==> src/verilog/smrc_pkg.sv <==
/*
  constants for the converter mute and ramp control: register map, field
  positions, reset values, ramp length and data path sizes.
  assumes one 40 MHz core clock and a one-cycle sample tick per core sample.
*/
// Function
// - bits 7..0 of the control register manually mute pairs 7..0.
// - bits 8 and 9 switch ramped muting per block on or off.
// - gain changes linearly during both mute and unmute ramps.
// - a full ramp takes exactly 2048 input samples.
// - the ramp steps once per core sample start pulse.
// - with bit 10 set, pairs losing or lacking lock mute, unless block disabled.
// - automatic lock-loss mute always ramps, never steps.
// - relocked pair unmutes by ramp if block enabled and manual mute clear.
// - manual mute overrides automatic unmute on relock.
// - block 1 disable ignores bits 7..4 and keeps pairs 7..4 active.
// - block 0 disable ignores bits 3..0 and keeps pairs 3..0 active.
// - noise may pass while a pair acquires lock; software delays unmute.
// - locked means rate set, input steady, ratio done; lock bit reads low.
package smrc_pkg;
  localparam int ADDR_W = 16;
  localparam int DATA_W = 16;
  localparam int NPAIR = 8;
  localparam int PAIRS_PER_BLOCK = 4;
  // register offsets
  localparam logic [ADDR_W-1:0] LOCK_OFS = 16'hf580;
  localparam logic [ADDR_W-1:0] MUTE_OFS = 16'hf581;
  localparam logic [ADDR_W-1:0] STAT_OFS = 16'hf582;
  // field positions and reset values
  localparam int MAN_LSB = 0;
  localparam int RAMP0_BIT = 8;
  localparam int RAMP1_BIT = 9;
  localparam int AUTO_BIT = 10;
  localparam int CTRL_USED_W = 11;
  localparam logic [DATA_W-1:0] MUTE_RST = 16'h0000;
  localparam logic [DATA_W-1:0] RDATA_RST = 16'h0000;
  localparam logic [NPAIR-1:0] LOCK_RST = 8'h00;
  // ramp: unity gain equals the ramp length in samples
  localparam int RAMP_SAMPLES = 2048;
  localparam int GAIN_W = 12;
  localparam logic [GAIN_W-1:0] GAIN_FULL = 12'h800;
  localparam logic [GAIN_W-1:0] GAIN_ZERO = 12'h000;
  localparam logic [GAIN_W-1:0] GAIN_STEP = 12'h001;
  // data path
  localparam int SAMPLE_W = 24;
  localparam int PAIR_W = 3;
  localparam int FIFO_DEPTH = 4;
endpackage

==> src/verilog/smrc_top.sv <==
/*
  converter mute and ramp control: control/status registers on a plain
  strobe port, per-pair linear gain ramps, lock decoding and a gained
  sample path behind a small fifo.
  assumes the lock conditions, sample tick and stream inputs come from
  logic on ref_clk, and that strobes are single cycle and never overlap.
*/
`timescale 1ns/1ps

module smrc_fifo #(
  parameter int WIDTH = 27,
  parameter int DEPTH = 4
) (
  input wire logic ref_clk,
  input wire logic rst,
  input wire logic s_valid,
  output logic s_ready,
  input wire logic [WIDTH-1:0] s_data,
  output logic m_valid,
  input wire logic m_ready,
  output logic [WIDTH-1:0] m_data
);
  localparam int PTR_W = (DEPTH > 1) ? $clog2(DEPTH) : 1;
  localparam int CNT_W = $clog2(DEPTH + 1);
  localparam logic [CNT_W-1:0] CNT_ONE = CNT_W'(1);
  localparam logic [CNT_W-1:0] CNT_FULL = CNT_W'(DEPTH);
  localparam logic [PTR_W-1:0] PTR_LAST = PTR_W'(DEPTH - 1);

  logic [WIDTH-1:0] mem [DEPTH];
  logic [PTR_W-1:0] wr_ptr;
  logic [PTR_W-1:0] rd_ptr;
  logic [CNT_W-1:0] count;
  logic [CNT_W-1:0] next_count;
  logic push;
  logic pop;

  assign push = s_valid && s_ready;
  assign pop = m_valid && m_ready;
  assign m_data = mem[rd_ptr];

  always_comb begin
    next_count = count;
    if (push && !pop) begin
      next_count = count + CNT_ONE;
    end else if (pop && !push) begin
      next_count = count - CNT_ONE;
    end
  end

  always_ff @(posedge ref_clk) begin
    if (push) begin
      mem[wr_ptr] <= s_data;
    end
  end

  always_ff @(posedge ref_clk) begin
    if (rst) begin
      wr_ptr <= '0;
      rd_ptr <= '0;
    end else begin
      if (push) begin
        wr_ptr <= (wr_ptr == PTR_LAST) ? '0 : wr_ptr + PTR_W'(1);
      end
      if (pop) begin
        rd_ptr <= (rd_ptr == PTR_LAST) ? '0 : rd_ptr + PTR_W'(1);
      end
    end
  end

  // registered flags keep full and empty honest against the count
  always_ff @(posedge ref_clk) begin
    if (rst) begin
      count <= '0;
      s_ready <= 1'b0;
      m_valid <= 1'b0;
    end else begin
      count <= next_count;
      s_ready <= (next_count != CNT_FULL);
      m_valid <= (next_count != '0);
    end
  end
endmodule // smrc_fifo

module smrc_top
  import smrc_pkg::*;
#(
  parameter int NUM_PAIRS = NPAIR,
  parameter int DEPTH = FIFO_DEPTH
) (
  input wire logic ref_clk,
  input wire logic rst,
  input wire logic [ADDR_W-1:0] reg_addr,
  input wire logic [DATA_W-1:0] reg_wdata,
  input wire logic reg_wr,
  input wire logic reg_rd,
  output logic [DATA_W-1:0] reg_rdata,
  input wire logic core_start_pulse,
  input wire logic [NPAIR-1:0] rate_out_set,
  input wire logic [NPAIR-1:0] rate_in_steady,
  input wire logic [NPAIR-1:0] ratio_done,
  output logic [NPAIR-1:0] pair_lock_status,
  output logic [NPAIR-1:0] pair_muted,
  input wire logic in_valid,
  output logic in_ready,
  input wire logic [PAIR_W-1:0] in_pair,
  input wire logic [SAMPLE_W-1:0] in_sample,
  output logic out_valid,
  input wire logic out_ready,
  output logic [PAIR_W-1:0] out_pair,
  output logic [SAMPLE_W-1:0] out_sample
);
  localparam int FW = PAIR_W + SAMPLE_W;

  logic [CTRL_USED_W-1:0] ctrl;
  logic [GAIN_W-1:0] gain [NPAIR];
  logic [NPAIR-1:0] mute_req;
  logic [NPAIR-1:0] blk_dis;
  logic [NPAIR-1:0] ramping;
  logic fifo_valid;
  logic fifo_ready;
  logic [FW-1:0] fifo_data;
  logic [PAIR_W-1:0] fifo_pair;
  logic signed [SAMPLE_W+GAIN_W:0] product;

  // block of a pair: pairs 3..0 block 0, pairs 7..4 block 1
  function automatic logic pair_disabled(input logic [CTRL_USED_W-1:0] c, input int n);
    pair_disabled = (n >= PAIRS_PER_BLOCK) ? c[RAMP1_BIT] : c[RAMP0_BIT];
  endfunction

  // control register; reserved bits read zero
  always_ff @(posedge ref_clk) begin
    if (rst) begin
      ctrl <= MUTE_RST[CTRL_USED_W-1:0];
    end else if (reg_wr && reg_addr == MUTE_OFS) begin
      ctrl <= reg_wdata[CTRL_USED_W-1:0];
    end
  end

  // read data stands in the cycle after the strobe only
  always_ff @(posedge ref_clk) begin
    if (rst) begin
      reg_rdata <= RDATA_RST;
    end else if (reg_rd) begin
      unique case (reg_addr)
        LOCK_OFS: reg_rdata <= {{(DATA_W-NPAIR){1'b0}}, pair_lock_status};
        MUTE_OFS: reg_rdata <= {{(DATA_W-CTRL_USED_W){1'b0}}, ctrl};
        STAT_OFS: reg_rdata <= {ramping, pair_muted};
        default: reg_rdata <= RDATA_RST;
      endcase
    end else begin
      reg_rdata <= RDATA_RST;
    end
  end

  // lock bit low only when all three lock conditions hold
  always_ff @(posedge ref_clk) begin
    if (rst) begin
      pair_lock_status <= LOCK_RST;
    end else begin
      pair_lock_status <= ~(rate_out_set & rate_in_steady & ratio_done);
    end
  end

  // per-pair gain ramps
  genvar p;
  generate
    for (p = 0; p < NPAIR; p++) begin : g_pair
      // manual wins; auto mute only when enabled; disabled block never mutes
      assign blk_dis[p] = pair_disabled(ctrl, p);
      assign mute_req[p] = !blk_dis[p] && (ctrl[MAN_LSB+p] ||
        (ctrl[AUTO_BIT] && pair_lock_status[p]));

      // one step per sample, turning round from the present gain
      always_ff @(posedge ref_clk) begin
        if (rst) begin
          gain[p] <= GAIN_FULL;
        end else if (blk_dis[p]) begin
          gain[p] <= GAIN_FULL;
        end else if (core_start_pulse) begin
          if (mute_req[p] && gain[p] != GAIN_ZERO) begin
            gain[p] <= gain[p] - GAIN_STEP;
          end else if (!mute_req[p] && gain[p] != GAIN_FULL) begin
            gain[p] <= gain[p] + GAIN_STEP;
          end
        end
      end

      always_ff @(posedge ref_clk) begin
        if (rst) begin
          pair_muted[p] <= 1'b0;
          ramping[p] <= 1'b0;
        end else begin
          pair_muted[p] <= (gain[p] == GAIN_ZERO);
          ramping[p] <= (gain[p] != GAIN_ZERO) && (gain[p] != GAIN_FULL);
        end
      end

    end
  endgenerate

  // samples pass a fifo and pick up their pair's gain on the way out
  assign fifo_pair = fifo_data[FW-1 -: PAIR_W];
  assign fifo_ready = !out_valid || out_ready;
  assign product = $signed(fifo_data[SAMPLE_W-1:0]) * $signed({1'b0, gain[fifo_pair]});

  smrc_fifo #(
    .WIDTH(FW),
    .DEPTH(DEPTH)
  ) u_fifo (
    .ref_clk(ref_clk),
    .rst(rst),
    .s_valid(in_valid),
    .s_ready(in_ready),
    .s_data({in_pair, in_sample}),
    .m_valid(fifo_valid),
    .m_ready(fifo_ready),
    .m_data(fifo_data)
  );

  always_ff @(posedge ref_clk) begin
    if (rst) begin
      out_valid <= 1'b0;
      out_pair <= '0;
      out_sample <= '0;
    end else if (fifo_ready) begin
      out_valid <= fifo_valid;
      if (fifo_valid) begin
        out_pair <= fifo_pair;
        out_sample <= product[GAIN_W-1 +: SAMPLE_W];
      end
    end
  end
endmodule // smrc_top

==> config.mk <==
export PLATFORM = sky130hd
export DESIGN_NAME = smrc_top
export DESIGN_NICKNAME = d
export VERILOG_FILES = /design/src/verilog/smrc_pkg.sv /design/src/verilog/smrc_top.sv
export SDC_FILE = /design/constraint.sdc
export NUM_CORES = 1
export LEC_CHECK = 0
export ABC_AREA = 1
export BUFFER_PORTS_ARGS = -buffer_cell sky130_fd_sc_hd__buf_2
export CAP_MARGIN = 20
export CORE_MARGIN = 3
export CORE_UTILIZATION = 30
export CTS_BUF_LIST = sky130_fd_sc_hd__clkbuf_4 sky130_fd_sc_hd__clkbuf_8
export CTS_CLUSTER_DIAMETER = 30
export CTS_CLUSTER_SIZE = 12
export DETAILED_ROUTE_END_ITERATION = 16
export HOLD_SLACK_MARGIN = 0.1
export PLACE_DENSITY = 0.46
export SETUP_SLACK_MARGIN = 0.02
export SKIP_LAST_GASP = 1
export SLEW_MARGIN = 10
export SYNTH_ARGS = -nofsm -noshare
export SYNTH_HDL_FRONTEND = slang
export SYNTH_SLANG_ARGS = --single-unit
==> constraint.sdc <==
create_clock -name ref_clk -period 16.8 [get_ports ref_clk]
set_input_delay 0.84 -clock ref_clk [delete_from_list [all_inputs] [get_ports ref_clk]]
set_output_delay 0.84 -clock ref_clk [all_outputs]
set_load 0.1 [all_outputs]
## After elaboration in Yosys (flattened, before gate mapping)

Memory sizes are Yosys's and may differ from the RTL's. A register that Yosys moved wholly into a read port is not among the register bits.
Cells that the tools add are included.

| operators by class | value |
|---|---|
| add/sub/neg operators | 20 |
| $mul | 1 |
| div/mod/pow operators | 0 |
| magnitude comparators | 0 |
| eq/ne operators | 14 |
| shift-type cells | 0 |
| mux-type cells | 129 |
| bitwise operators | 28 |
| reductions and logical operators | 86 |

Operators by type and width:

| operator | number |
|---|---|
| 12-bit 2-to-1 mux | 24 |
| 1-bit 2-to-1 mux | 98 |
| 12-bit by 1-bit adder with 12-bit output, second input constant | 8 |
| 12-bit logical NOT | 8 |
| 12-bit inequality test, second input constant | 8 |
| 12-bit nonzero test | 8 |
| 12-bit by 1-bit subtractor with 12-bit output, second input constant | 8 |
| 16-bit equality test, second input constant | 3 |
| 16-bit case mux with 3 select lines | 1 |
| 1-bit logical AND | 45 |
| 24-bit by 13-bit multiplier with 35-bit output | 1 |
| 1-bit OR | 24 |
| 8-bit AND | 2 |
| 1-bit logical NOT | 13 |
| 1-bit logical OR | 9 |
| 2-bit 2-to-1 mux | 4 |
| 8-bit NOT | 1 |
| 3-bit 2-to-1 mux | 2 |
| 2-bit by 1-bit adder with 2-bit output, second input constant | 2 |
| 2-bit equality test, second input constant | 2 |
| 3-bit by 1-bit adder with 3-bit output, second input constant | 1 |
| 3-bit inequality test, second input constant | 1 |
| 3-bit nonzero test | 1 |
| 3-bit by 1-bit subtractor with 3-bit output, second input constant | 1 |
| other kinds (3) | 3 |

| storage, ports and cells | value |
|---|---|
| bits in registers | 88 |
| bits in latches | 0 |
| memory bits (writable) | 204 |
| ROM bits | 0 |
| logic and storage cells | 307 |
| memories | 2 |

Memory list:

| memory | depth | width | rd ports | clocked after Yosys merged registers in | wr ports | line | source |
|---|---|---|---|---|---|---|---|
| u_fifo.mem | 4 | 27 | 1 | 1 | 1 | smrc_top.sv:29 | `logic [WIDTH-1:0] mem [DEPTH];` |
| gain | 8 | 12 | 9 | 0 | 8 | smrc_top.sv:115 | `logic [GAIN_W-1:0] gain [NPAIR];` |

## Logic depth before layout (Yosys ltp)

| depth | value |
|---|---|
| word-level depth | 12 |
| mapped depth | 41 |
| gate-level depth less buffers | 36 |

## Hierarchy

From an unflattened synthesis, not the netlist that was laid out.

| unflattened totals | value |
|---|---|
| cells, all modules | 3107 |
| area total of the unflattened synthesis | 25481.9 µm² |

Modules (own cells, without submodules):

| module | instances | cells an instance | area an instance (µm²) | sequential area each (µm²) |
|---|---|---|---|---|
| smrc_top | 1 | 2759 | 20818.7 | 4464.3 |
| smrc_fifo | 1 | 348 | 4663.2 | 3463.3 |

## Least setup slack after synthesis

Ideal clock, no wire load.

| path | value |
|---|---|
| path type | reg2reg |
| start point | register with a tool-made name |
| end point | register out_sample[17] |
| setup time | 0.109 ns |
| arrival | 5.928 ns |
| required time | 16.691 ns |
| slack | 10.763 ns |
| cell stages (with the launch flop) | 38 |
| clock period less this slack | 6.037 ns |
| cell sequence | dfxtp_1 > buf_6 > inv_6 > nand2_2 > nand3_2 > nand2_4 > buf_6 > buf_6 > buf_4 > nand2_1 > o21ai_1 > o21ai_0 > inv_1 > o21ai_1 > buf_2 > nor2_1 > fa_1 > inv_1 > (+2 left out) > fa_1 > fa_1 > fa_1 > ha_1 > a21oi_1 > o21ai_0 > nand2_1 > o211ai_1 > inv_1 > nor2_1 > a211oi_1 > nand2_2 > nand2_1 > nand2_1 > nand2_1 > nand3_1 > nand2_1 > inv_1 |

RTL lines:

| element | line | source |
|---|---|---|
| end signal: assignment | smrc_top.sv:229 | `out_sample <= product[GAIN_W-1 +: SAMPLE_W];` |
| end: declaration | smrc_top.sv:110 | `output logic [SAMPLE_W-1:0] out_sample` |

==> impl_results.md <==
* Status: finished clean
* Antenna-violating nets left at 0
* Worst-Skew Late Latency at 660 ps
* Initial Utilization at 30.55%
* Hold Path Class: input port to register
* Commonest cells in the netlist: 597 x inv_1, 510 x nand2_1, 457 x nor2_1, 249 x fa_1, 204 x edfxtp_1
* Clock buffer depth at 3
* Post-Synthesis Cells at 3131
* Crit share post-route at 52.47%
* Initial antenna violation count at 1
* Drt drc at 0
* Nets at 3727
* Crit-path max FO at 87
* Post-DP HPWL at 57.60 mm
* Worst reg-to-reg setup slack at 7990 ps
* Via density at 4.655
* Die Y at 299.1 µm
* CTS tree: built
* Worst-Margin Slew at 986.6 ps
* Synthesis Warnings at 0
* Largest stage delay on the critical path at 770 ps
* Post-synth design cell area at 0.02577 mm²
* Top FF cell, synth: edfxtp_1
* Adder-cell share of the synthesized area at 24.44%
* Final hold vios at 0
* MaxCap Viol Count at 0
* Gr ovfl total at 0
* Startpoint types: register
* Upper clock frequency limit at 113.4 MHz
* Largest net degree at the start of global routing at 88
* Vias at 20860
* CP endpoint: out_sample[17]
* Hold_buf cts at 0
* DR iter-0 viols at 1035
* Post-CTS sizing at 0
* Register area share after synthesis at 30.76%
* FF-to-FF path depth at 33
* Drt pass-1 iters at 7
* Synth cell types at 59
* Total negative slack at 0 ps
* #FFs+latches synth at 294
* Number of global-route vias before repair at 21600
* Core area at 0.08435 mm²
* Largest cells by area after synthesis: edfxtp_1 24%, fa_1 19%, inv_1 8.7%
* Die Area at 0.08945 mm²
* Minimum clock period at 8815 ps
* Synth Area in Compound Gates at 9.589%
* Area grow syn2layout at 14.10%
* Clock sink total at 294
* Row count at 106
* IO Count at 151
* Die Wd at 299.1 µm
* Post-synth EDFFs at 204
* RSZ-0062 raised after global routing: false
* Critical Path AT at 9360 ps
* Final setup viols at 0
* Largest family of logic cells by synthesized area: adder cells
* Ys async rst share at 0%
* Clock skew at 49.99 ps
* Max-slew headroom at 34.23%
* Clock Pin Slew Worst Setup and Hold Paths at 60 ps
* GP Congestion at 0.8386
* Share of layout cells above drive strength 1 at 12.61%
* Final instance area at 0.02941 mm²
* Synth Area in XOR/XNOR at 3.263%
* Clk root buf: clkbuf_8
* Data required time of the worst path at 17340 ps
* Final Core Density at 34.86%
* Port bufs at 145
* Final Max Slew Viols at 0
* Crit Reg-Reg Endpoint: out_sample[17]
* Worst path most repeated cell: nand2_1
* Setup repair bufs after CTS at 0
* Synth area leader: edfxtp_1
* WL/cell at 16.83 µm
* Cell with the most instances after synthesis: inv_1
* Area share of the largest cell type after synthesis at 23.77%
* CTS H-tree lvls at 3
* First-pass GRT wire length at 120.0 mm
* Placed Area at 0.02769 mm²
* Routed WL at 75.43 mm
* Syn_area_per_cell at 8.231 µm²
* Total Routing Usage GR at 17.00%
* Post-synthesis mux area share at 0%
* Slowest-stage cell, CP: inv_1
* CTS Buf Count at 75
* Critical Path End Type: register
* Simple-Gate Fraction of Synth Area at 21.22%
* Post-synth net total at 3575
* Fin Hold WS at 406.7 ps
* Kind of critical path: register to register
-- cell usage in the layout, fill, tap and decap left out, types with 5 or more instances in the layout --
cell,count
a22oi_1,7
a31oi_1,16
clkinv_1,12
o211ai_1,32
nor4_1,16
fa_1,249
o22ai_1,15
nor2_1,453
inv_2,6
inv_1,596
a32oi_1,20
o21ai_1,12
dfxtp_1,89
ha_1,105
o21ai_0,135
clkbuf_8,77
a211oi_1,15
xnor2_1,13
clkinvlp_4,8
bufinv_16,10
nor3_1,53
o32ai_1,14
buf_4,33
nor3b_1,5
nor2_2,5
nand2_2,18
a21oi_1,95
nand2_1,510
or2_2,54
clkbuf_4,16
edfxtp_1,204
nand3_1,127
buf_2,145
clkinv_2,9
nand3_2,5
nand4_1,26
xor2_1,83
-- area by class of cell --
type                       count  area (µm²)
timing repair buffer         178       973.4
multi-input combinational   2129       15090
sequential                   294        7929
clock buffer                  93        1180
tap                         1134        1419
clock inverter                47       533.0
fill                        9096       54950
antenna                        1       2.502
inverter                     605        2276
-- through the flow --
step | setup WS [ps] | instances
final | 7985 | 4481
after floorplan | 10760 | 3131
after global routing | 7245 | 4481
after detailed placement | 7888 | 4340
after global placement | 7893 | 4340
after CTS | 7865 | 4480
-- metal layers --
layer,global-route usage [%],part of all wire (%),wire length (µm)
met1,21.20,44,33030
met2,30.81,51,38130
met3,2.267,3.6,2747
met4,4.438,2.0,1519
met5,0,0,0
-- sequential cells by signal, summed over array words and instances, names as in the netlist, 8 cells and up, named ones only --
register and count:
u_fifo.mem 108, ramping 8, ctrl 11, pair_lock_status 8, out_sample 24, pair_muted 8, reg_rdata 16, gain 96
-- how the worst min path moves through the flow --
| stage | to | startpoint | cells after the start | slack [ps] |
|---|---|---|---|---|
| global placement | reg_rdata[11] | ramping[3] | 1 | 450 |
| finish | u_fifo.mem[3][4] | in_sample[4] | 1 | 410 |
| CTS | u_fifo.mem[1][4] | in_sample[4] | 1 | 340 |
| floorplan | reg_rdata[11] | ramping[3] | 1 | 440 |
| detailed placement | reg_rdata[13] | ramping[5] | 1 | 450 |
| global route | u_fifo.mem[1][4] | in_sample[4] | 1 | 360 |
-- logic make-up (layout without fill, tap and decap cells) --
group           Yosys count  in the layout
compound gates          395            395
xor+xnor                 96             96
fa+ha+maj               354            354
buf+inv                 708            923
flops                   294            294
other cells               0              1
simple gates           1284           1284
-- worst max-delay path: cells and delay by family (launching register included) --
family	cells	cell delay (ps)
compound gates	7	1450
simple gates	14	2260
flops	1	310
fa+ha+maj	6	2890
buf+inv	6	1770
Power is left out: the tool's default activity adds up to more than one toggle a clock period on the data nets, which glitch-free logic cannot reach.
